File: src/design/sdac_pkg.sv
// Functional notes
// RULE1 - Power-down bit overrides everything, all sections off
// RULE2 - Sleep keeps bandgap, amplifier, filter on
// RULE3 - All bits low gives normal conversion
// RULE4 - Filter reset bit holds filter in reset
// RULE5 - Host pulses filter reset; conversions follow release
// RULE6 - Finished conversion sets done flag
// RULE7 - Without hold, each result overwrites registers
// RULE8 - With hold, latest result stays frozen
// RULE9 - Reference pair chosen by select bit
// RULE10 - Result is 24-bit two's complement
// RULE11 - Results saturate at full-scale codes
// RULE12 - Three read-only result bytes, consecutive addresses
// RULE13 - Host keeps trim register at fixed pattern
// RULE14 - Host configures, powers up, resets, polls, reads
// RULE15 - Host programs clock divider for nominal clock
// RULE16 - Temperature sensor on only when selected
// RULE17 - Reference buffers follow own enables independently
// RULE18 - Only host clears done flag
// RULE19 - Filter reset aborts and blocks conversion
// RULE20 - Hold bit gates result update only
// RULE21 - Oversample code sets ratio 32768 down to 128
// RULE22 - All three bytes update from one sample
// RULE23 - Mode priority: power-down, sleep, filter reset
package sdac_pkg;
   // Device register offsets
   localparam logic [7:0] ADDR_RES_LOW  = 8'h04;
   localparam logic [7:0] ADDR_RES_MID  = 8'h05;
   localparam logic [7:0] ADDR_RES_HIGH = 8'h06;
   localparam logic [7:0] ADDR_CTRL0    = 8'h07;
   localparam logic [7:0] ADDR_CTRL1    = 8'h08;
   localparam logic [7:0] ADDR_CLKSEL   = 8'h09;
   localparam logic [7:0] ADDR_TRIM     = 8'h0a;
   localparam logic [7:0] ADDR_INSEL    = 8'h0b;
   // Control 0 fields
   localparam int C0_FRST  = 7;
   localparam int C0_SLEEP = 6;
   localparam int C0_PDOWN = 5;
   localparam int C0_OSR   = 1;
   localparam int C0_REFS  = 0;
   // Control 1 fields
   localparam int C1_RATE  = 5;
   localparam int C1_NBUF  = 4;
   localparam int C1_PBUF  = 3;
   localparam int C1_HOLD  = 2;
   localparam int C1_DONE  = 1;
   // Input select fields
   localparam int IS_NEG   = 3;
   localparam int IS_POS   = 0;
   localparam logic [2:0] SEL_TEMP = 3'h7;
   // Reset values and host-written patterns
   localparam logic [7:0] RST_CTRL0  = 8'h20;
   localparam logic [7:0] RST_CTRL1  = 8'h00;
   localparam logic [7:0] RST_CLKSEL = 8'h00;
   localparam logic [7:0] RST_TRIM   = 8'he4;
   localparam logic [7:0] TRIM_REQ   = 8'he7;
   localparam logic [7:0] RST_INSEL  = 8'h00;
   localparam logic [7:0] CLKSEL_NOM = 8'h1f;
   // Oversampling
   localparam logic [3:0] OSR_MAX_CODE = 4'h8;
   localparam int OSR_BASE_LOG = 15;
   // Saturation limits
   localparam logic signed [23:0] RES_MAX = 24'sh7fffff;
   localparam logic signed [23:0] RES_MIN = 24'sh800000;
   // Host command codes
   localparam logic [1:0] CMD_WRITE = 2'h1;
   localparam logic [1:0] CMD_READ  = 2'h2;
   localparam logic [1:0] CMD_START = 2'h3;
   // Host command register offsets (Avalon word addresses)
   localparam logic [3:0] HA_CMD    = 4'h0;
   localparam logic [3:0] HA_STATUS = 4'h4;
   localparam logic [3:0] HA_RESULT = 4'h8;

   typedef enum logic [2:0] {
      SDAC_PDOWN = 3'b001,
      SDAC_SLEEP = 3'b010,
      SDAC_RUN   = 3'b100
   } sdac_mode_e;

   function automatic logic signed [23:0] sdac_sat(input logic signed [25:0] v);
      if (v > 26'(RES_MAX)) return RES_MAX;
      else if (v < 26'(RES_MIN)) return RES_MIN;
      else return v[23:0];
   endfunction
endpackage

File: src/design/sdac_if.sv
`timescale 1ns/1ps
interface sdac_if;
   logic       wr;
   logic       rd;
   logic [7:0] addr;
   logic [7:0] wdata;
   logic [7:0] rdata;
   modport dev  (input wr, rd, addr, wdata, output rdata);
   modport host (output wr, rd, addr, wdata, input rdata);
endinterface

File: src/design/sdac_dev.sv
// The implementer's own choice: the Avalon-MM slave port.
`timescale 1ns/1ps
module sdac_dev (
   // Clock and reset
   input  wire logic               clk_i,
   input  wire logic               srst_i,
   // Register port
   sdac_if.dev                     bus,
   // Modulator sample
   input  wire logic signed [25:0] sample_i,
   input  wire logic               sample_valid_i,
   // Analog enables and settings
   output logic                    bandgap_en_o,
   output logic                    amp_en_o,
   output logic                    mod_en_o,
   output logic                    temp_en_o,
   output logic                    nbuf_en_o,
   output logic                    pbuf_en_o,
   output logic                    filter_en_o,
   output logic                    filter_rst_o,
   output logic                    ref_ext_o,
   output logic [3:0]              osr_code_o,
   output logic [2:0]              rate_div_o,
   output logic [4:0]              clk_div_o
);
   logic [7:0]         ctrl0;
   logic [7:0]         ctrl1;
   logic [7:0]         clksel;
   logic [7:0]         trim;
   logic [7:0]         insel;
   logic [23:0]        result;
   logic [15:0]        dec_cnt;
   logic [15:0]        dec_len;
   logic signed [25:0] acc;
   logic               armed;
   logic               done;
   sdac_pkg::sdac_mode_e mode;

   always_comb begin
      if (ctrl0[sdac_pkg::C0_PDOWN]) mode = sdac_pkg::SDAC_PDOWN; // RULE23
      else if (ctrl0[sdac_pkg::C0_SLEEP]) mode = sdac_pkg::SDAC_SLEEP;
      else mode = sdac_pkg::SDAC_RUN;
   end

   // Unused reserved codes fall back to the shortest ratio
   assign dec_len = (ctrl0[4:1] > sdac_pkg::OSR_MAX_CODE) ? 16'd128 :
                    16'(32'd1 << (sdac_pkg::OSR_BASE_LOG - int'(ctrl0[4:1]))); // RULE21

   always_comb begin
      bandgap_en_o = (mode != sdac_pkg::SDAC_PDOWN); // RULE1
      amp_en_o     = bandgap_en_o; // RULE2
      filter_en_o  = bandgap_en_o; // RULE2
      mod_en_o     = (mode == sdac_pkg::SDAC_RUN); // RULE3
      temp_en_o    = mod_en_o && (insel[2:0] == sdac_pkg::SEL_TEMP ||
                     insel[5:3] == sdac_pkg::SEL_TEMP); // RULE16
      nbuf_en_o    = mod_en_o && ctrl1[sdac_pkg::C1_NBUF]; // RULE17
      pbuf_en_o    = mod_en_o && ctrl1[sdac_pkg::C1_PBUF]; // RULE17
      filter_rst_o = mod_en_o && ctrl0[sdac_pkg::C0_FRST]; // RULE4
   end
   assign ref_ext_o  = ctrl0[sdac_pkg::C0_REFS]; // RULE9
   assign osr_code_o = ctrl0[4:1];
   assign rate_div_o = ctrl1[7:5];
   assign clk_div_o  = clksel[4:0];

   always_ff @(posedge clk_i) begin
      if (srst_i) begin
         ctrl0  <= sdac_pkg::RST_CTRL0;
         clksel <= sdac_pkg::RST_CLKSEL;
         trim   <= sdac_pkg::RST_TRIM;
         insel  <= sdac_pkg::RST_INSEL;
      end else if (bus.wr) begin
         unique case (bus.addr)
            sdac_pkg::ADDR_CTRL0:  ctrl0  <= bus.wdata;
            sdac_pkg::ADDR_CLKSEL: clksel <= {3'h0, bus.wdata[4:0]};
            sdac_pkg::ADDR_TRIM:   trim   <= bus.wdata;
            sdac_pkg::ADDR_INSEL:  insel  <= {2'h0, bus.wdata[5:0]};
            default: ;
         endcase
      end
   end

   // Done flag: hardware set wins over a software clear in the same cycle
   always_ff @(posedge clk_i) begin
      if (srst_i) begin
         ctrl1 <= sdac_pkg::RST_CTRL1;
      end else begin
         if (bus.wr && bus.addr == sdac_pkg::ADDR_CTRL1)
            ctrl1 <= {bus.wdata[7:2], bus.wdata[1] & ctrl1[1], 1'b0}; // RULE18
         if (done)
            ctrl1[sdac_pkg::C1_DONE] <= 1'b1; // RULE6
      end
   end

   // Decimation: filter runs only in normal mode with reset released
   always_ff @(posedge clk_i) begin
      done <= 1'b0;
      if (srst_i) begin
         dec_cnt <= 16'h0;
         acc     <= '0;
         armed   <= 1'b0;
      end else if (filter_rst_o) begin
         dec_cnt <= 16'h0; // RULE19
         acc     <= '0;
         armed   <= 1'b1; // RULE5
      end else if (mode == sdac_pkg::SDAC_RUN && armed && sample_valid_i) begin
         if (dec_cnt == dec_len - 16'h1) begin
            dec_cnt <= 16'h0;
            // Closing sample kept; the result stage reads it one cycle later
            acc     <= sample_i;
            done    <= 1'b1;
         end else begin
            dec_cnt <= dec_cnt + 16'h1;
            acc     <= sample_i;
         end
      end
   end

   // Whole word captured at once so bytes always match one sample
   always_ff @(posedge clk_i) begin
      if (srst_i) result <= 24'h0;
      else if (done && !ctrl1[sdac_pkg::C1_HOLD]) // RULE7 RULE8 RULE20
         result <= sdac_pkg::sdac_sat(acc); // RULE10 RULE11 RULE22
   end

   always_ff @(posedge clk_i) begin
      if (srst_i) bus.rdata <= 8'h0;
      else if (bus.rd) begin
         unique case (bus.addr)
            sdac_pkg::ADDR_RES_LOW:  bus.rdata <= result[7:0]; // RULE12
            sdac_pkg::ADDR_RES_MID:  bus.rdata <= result[15:8];
            sdac_pkg::ADDR_RES_HIGH: bus.rdata <= result[23:16];
            sdac_pkg::ADDR_CTRL0:    bus.rdata <= ctrl0;
            sdac_pkg::ADDR_CTRL1:    bus.rdata <= ctrl1;
            sdac_pkg::ADDR_CLKSEL:   bus.rdata <= clksel;
            sdac_pkg::ADDR_TRIM:     bus.rdata <= trim;
            sdac_pkg::ADDR_INSEL:    bus.rdata <= insel;
            default:                 bus.rdata <= 8'h0;
         endcase
      end
   end
endmodule

File: src/flat_wrapper.sv
// flat-port wrapper written by rule: the top's interface ports become plain ports
module sdac_dev_flat 
  (clk_i, srst_i, sample_i, sample_valid_i, bandgap_en_o, amp_en_o, mod_en_o, temp_en_o, nbuf_en_o, pbuf_en_o, filter_en_o, filter_rst_o, ref_ext_o, osr_code_o, rate_div_o, clk_div_o, bus_wr, bus_rd, bus_addr, bus_wdata, bus_rdata);
  sdac_if bus_i ();
  input  wire logic clk_i;
  input  wire logic srst_i;
  input  wire logic signed [25:0] sample_i;
  input  wire logic sample_valid_i;
  output logic bandgap_en_o;
  output logic amp_en_o;
  output logic mod_en_o;
  output logic temp_en_o;
  output logic nbuf_en_o;
  output logic pbuf_en_o;
  output logic filter_en_o;
  output logic filter_rst_o;
  output logic ref_ext_o;
  output logic [3:0] osr_code_o;
  output logic [2:0] rate_div_o;
  output logic [4:0] clk_div_o;
  input wire logic [$bits(bus_i.wr)-1:0] bus_wr;
  input wire logic [$bits(bus_i.rd)-1:0] bus_rd;
  input wire logic [$bits(bus_i.addr)-1:0] bus_addr;
  input wire logic [$bits(bus_i.wdata)-1:0] bus_wdata;
  output wire logic [$bits(bus_i.rdata)-1:0] bus_rdata;
  assign bus_i.wr = bus_wr;
  assign bus_i.rd = bus_rd;
  assign bus_i.addr = bus_addr;
  assign bus_i.wdata = bus_wdata;
  assign bus_rdata = bus_i.rdata;
  sdac_dev u_core (.clk_i(clk_i), .srst_i(srst_i), .bus(bus_i), .sample_i(sample_i), .sample_valid_i(sample_valid_i), .bandgap_en_o(bandgap_en_o), .amp_en_o(amp_en_o), .mod_en_o(mod_en_o), .temp_en_o(temp_en_o), .nbuf_en_o(nbuf_en_o), .pbuf_en_o(pbuf_en_o), .filter_en_o(filter_en_o), .filter_rst_o(filter_rst_o), .ref_ext_o(ref_ext_o), .osr_code_o(osr_code_o), .rate_div_o(rate_div_o), .clk_div_o(clk_div_o));
endmodule
File: config.mk
export PLATFORM = sky130hd
export DESIGN_NAME = sdac_dev_flat
export DESIGN_NICKNAME = d
export VERILOG_FILES = /design/src/design/sdac_pkg.sv /design/src/design/sdac_if.sv /design/src/design/sdac_dev.sv /design/src/flat_wrapper.sv
export SDC_FILE = /design/constraint.sdc
export NUM_CORES = 1
export LEC_CHECK = 0
export ABC_AREA = 1
export BUFFER_PORTS_ARGS = -buffer_cell sky130_fd_sc_hd__buf_2
export CORE_MARGIN = 4
export CORE_UTILIZATION = 30
export DETAILED_ROUTE_END_ITERATION = 8
export MAX_ROUTING_LAYER = met4
export PLACE_DENSITY = 0.5
export SLEW_MARGIN = 20
export SYNTH_ARGS = -nofsm -noshare
export SYNTH_HDL_FRONTEND = slang
export SYNTH_SLANG_ARGS = --single-unit
File: constraint.sdc
create_clock -name clk_i -period 1.9 [get_ports clk_i]
set_clock_uncertainty 0.2 [all_clocks]
set_input_delay 0.19 -clock clk_i [delete_from_list [all_inputs] [get_ports clk_i]]
set_output_delay 0.19 -clock clk_i [all_outputs]
set_load 0.02 [all_outputs]
==> results by group <==
GRT
  – Initial antenna violation count: 0
  – GRT Residual Overflow: 0
  – Vias in the first global route: between 4000 and 5000
  – GRT Util Overall: 0.162
  – Global-route wire length before repair: 24.5 mm
  – Largest net degree at the start of global routing: 43

Setup path
  – CP startpoint kind: flop
  – WP data required: ~1.5 ns
  – Worst endpoint data arrival time: ~1.4 ns
  – CP Class: reg2out
  – Setup crit end kind: output pin
  – Largest fanout on the critical path: 4
  – CP top delay family: buffers and inverters
  – Critical Path Slowest Stage Cell: dfxtp_2
  – CP cell instances: inv_1 > nand2_1 > buf_4 > nor2_4 > buf_4 > buf_4
  – Worst Path Buf+Inv: 4
  – Max incr delay on CP: 0.34 ns
  – Worst path most repeated cell: buf_4

Power
  – Clock power share: 0.438
  – Combinational fraction of design power: 0.056
  – Internal power: around 3.5 mW
  – Switch Pwr: approximately 1.1 mW
  – Max VDD drop: 424 µV
  – Overall power: ~4.5 mW
  – Flop pwr share: 0.507
  – Switching part of the total: 0.236
  – Pleak: approximately 2.7 nW
  – PwrDens: approximately 700 nW/µm²

Logic synthesis
  – Adder-Cell Fraction of Synth Area: 0.00486
  – Simple-gate share of the synthesized area: 0.276
  – Post-synthesis compound-gate area fraction: 0.170
  – Number of unique standard cell types used by synthesis: 26
  – Syn Area/Cell: 6.75 µm²
  – Primary FF master, synth: dfxtp_1
  – Post-synth EDFFs: 0
  – Count leader, synth: nand2_1
  – YS warnings: 0
  – Most area-hungry cell type in the Yosys netlist: dfxtp_1
  – Post-Synthesis Cells: 763
  – Ys async rst share: 0
  – Xor/xnor share of the synthesized area: 0.0136
  – Yosys top cell area share: 0.428
  – Commonest cells post-synth: nand2_1 (185), dfxtp_1 (110), nor2_1 (91)
  – Area contributors post-synth: dfxtp_1 (43%), nand2_1 (13%), a21oi_1 (7.2%)
  – Flops & latches, synth: 110
  – Mux share of post-synthesis cell area: 0.00194
  – Largest family of logic cells by synthesized area: simple AND/OR/NAND/NOR gates
  – Sequential share of the synthesized area: 0.428
  – Cell area after synthesis: slightly above 5000 µm²

Die
  – Die H: around 140 µm
  – Die Area: a little under 20000 µm²
  – Row cnt: between 40 and 50
  – Placeable core area: 16700 µm²
  – IO Pins: 76
  – Initial Utilization: 0.308
  – DIE WIDTH: roughly 140 µm

Routing
  – DR iter-0 viols: 322
  – Post-DRT Antenna Nets: 0
  – Via density per instance: 4.59
  – Drt total wl: ~15 mm
  – # DRC: 0
  – Via count: 5043
  – 1st-pass router iterations: 4
  – WL/cell: approximately 14 µm

STA
  – Slew Limit Fails: 0
  – Tmin final: 1.78 ns
  – Final number of setup-violating endpoints: 0
  – Tcrit/Tclk final: 0.937
  – Unrepaired setup endpoints after global routing: false
  – Final Hold Viols: 0
  – Fmax: approximately 0.56 GHz

Placed design
  – Gpl congestion: 0.900
  – I/O Buffers: 75
  – Dpl hpwl: about 11 mm

Clocking
  – Worst skew pair latency: ~0.35 ns
  – CTS tree: done
  – Clock Root Buffer: clkbuf_16
  – CTS Sinks: 110
  – CTS buffer count: 9
  – Clock transition at path regs: roughly 0.080 ns
  – CTS Buffer Depth: 2
  – CTS H-tree lvls: 3

Cells and area
  – N_diodes: 0
  – Fill cells: about 1900
  – P&R area growth vs syn: 27.3%
  – Area of the multi-input gates: roughly 2400 µm²
  – Post-layout util: 0.392
  – Sequential cell area: around 2200 µm²
  – Post-layout nets: 923
  – Layout cells sized above 1: 0.159

Job
  – Max Cap Viol: 0

Min path
  – HP Class: in2reg

Run status
  – Outcome: complete, no violations
-- flip-flops by register name (all words and copies together) (netlist names) --
| name | count |
|---|---|
| u_core.acc | 26 |
| u_core.armed | 1 |
| u_core.bus.rdata | 8 |
| u_core.clksel | 5 |
| u_core.ctrl0 | 8 |
| u_core.ctrl1 | 7 |
| u_core.dec_cnt | 16 |
| u_core.done | 1 |
| u_core.insel | 6 |
| u_core.result | 24 |
| u_core.trim | 8 |
-- final cells by class --
class                           count  area share
Clock buffer                       10      0.0349
Clock inverter                      6      0.0115
Inverter                           91      0.0521
Multi-Input combinational cell    524       0.372
Sequential cell                   110       0.338
Tap cell                          220      0.0420
Timing Repair Buffer              138       0.149
-- path summary, 6_finish.rpt --
path                     start  cells after the start  slack (ns)                 to
max            u_core.ctrl0[6]                      6        0.12       filter_rst_o
min               bus_wdata[1]                      3        0.02   u_core.clksel[1]
max reg2reg  u_core.dec_cnt[1]                      8        0.16  u_core.dec_cnt[8]
min reg2reg     u_core.trim[0]                      2        0.26     u_core.trim[0]
-- logic make-up (layout without fill, tap and decap cells) --
kind of cell             after synthesis  in the layout
AO/OA/AOI/OAI                        162            162
adder cells (fa/ha/maj)                2              2
buffers and inverters                130            245
multiplexers                           1              1
AND/OR/NAND/NOR                      349            349
other                                  1              2
XOR/XNOR                               8              8
flip-flops                           110            110
-- worst reg2reg max path, cell delays in order (launching register included) --
cell and delay (ns):
dfxtp_1 0.41, ha_1 0.21, nand2_1 0.09, nor2_1 0.12, nand3_1 0.12, nor2_1 0.20, nand2_1 0.09, xor2_1 0.15
nor2_1 0.06
-- metal layers --
layer,wire length [µm],vias to the layer above,part of all wire,track usage
li1,-,2676,-,-
met1,7750,2270,0.51,0.224
met2,6670,87,0.44,0.245
met3,545,10,0.036,0.0317
met4,189,0,0.012,0.0371
met5,0,-,0,-
-- power groups by stage --
stage,clock (mW),combinational [mW],sequential (mW)
global route,2.15,0.281,2.30
detailed placement,0,0.192,2.36
finish,1.99,0.252,2.30
global placement,0,0.193,2.36
floorplan,0,0.0954,2.36
CTS,2.05,0.248,2.31
-- what timing repair did --
action,CTS,global route
pin swaps,0,1
setup endpoints to repair,14,16
hold endpoints to repair,54,0
setup buffers,0,1
resized for setup,3,13
hold buffers,35,0
gates cloned,0,0
-- per-stage QoR --
step	worst slack, ns	area (µm²)	cells	hold WS (ns)	TNS [ns]
2_1_floorplan	0.0176	5160	764	0.116	0
3_3_place_gp	-0.0578	5850	1047	0.245	-0.572
3_5_place_dp	-0.0295	5850	1047	0.245	-0.212
4_1_cts	0.0249	6510	1098	0.0134	0
5_1_grt	0.00186	6560	1099	0.0302	0
6_report	0.119	6560	1099	0.0175	0
-- cell usage in the layout (no fill, tap or decap), drive strengths merged --
cell type	netlist	layout
mux2i	1	1
and2	1	1
dlygate4sd3	0	35
nand3b	2	2
conb	1	2
o211ai	3	3
nand4	6	6
ha	2	2
o21ai	70	70
xnor2	2	2
nand2	186	186
bufinv	0	1
nor3	4	4
clkbuf	21	10
nor2	96	96
xor2	6	6
a221oi	15	15
buf	18	103
nand3	54	54
clkinv	0	1
inv	91	95
a21oi	74	74
dfxtp	110	110
Note: power is estimated with default switching activity, not from simulation.
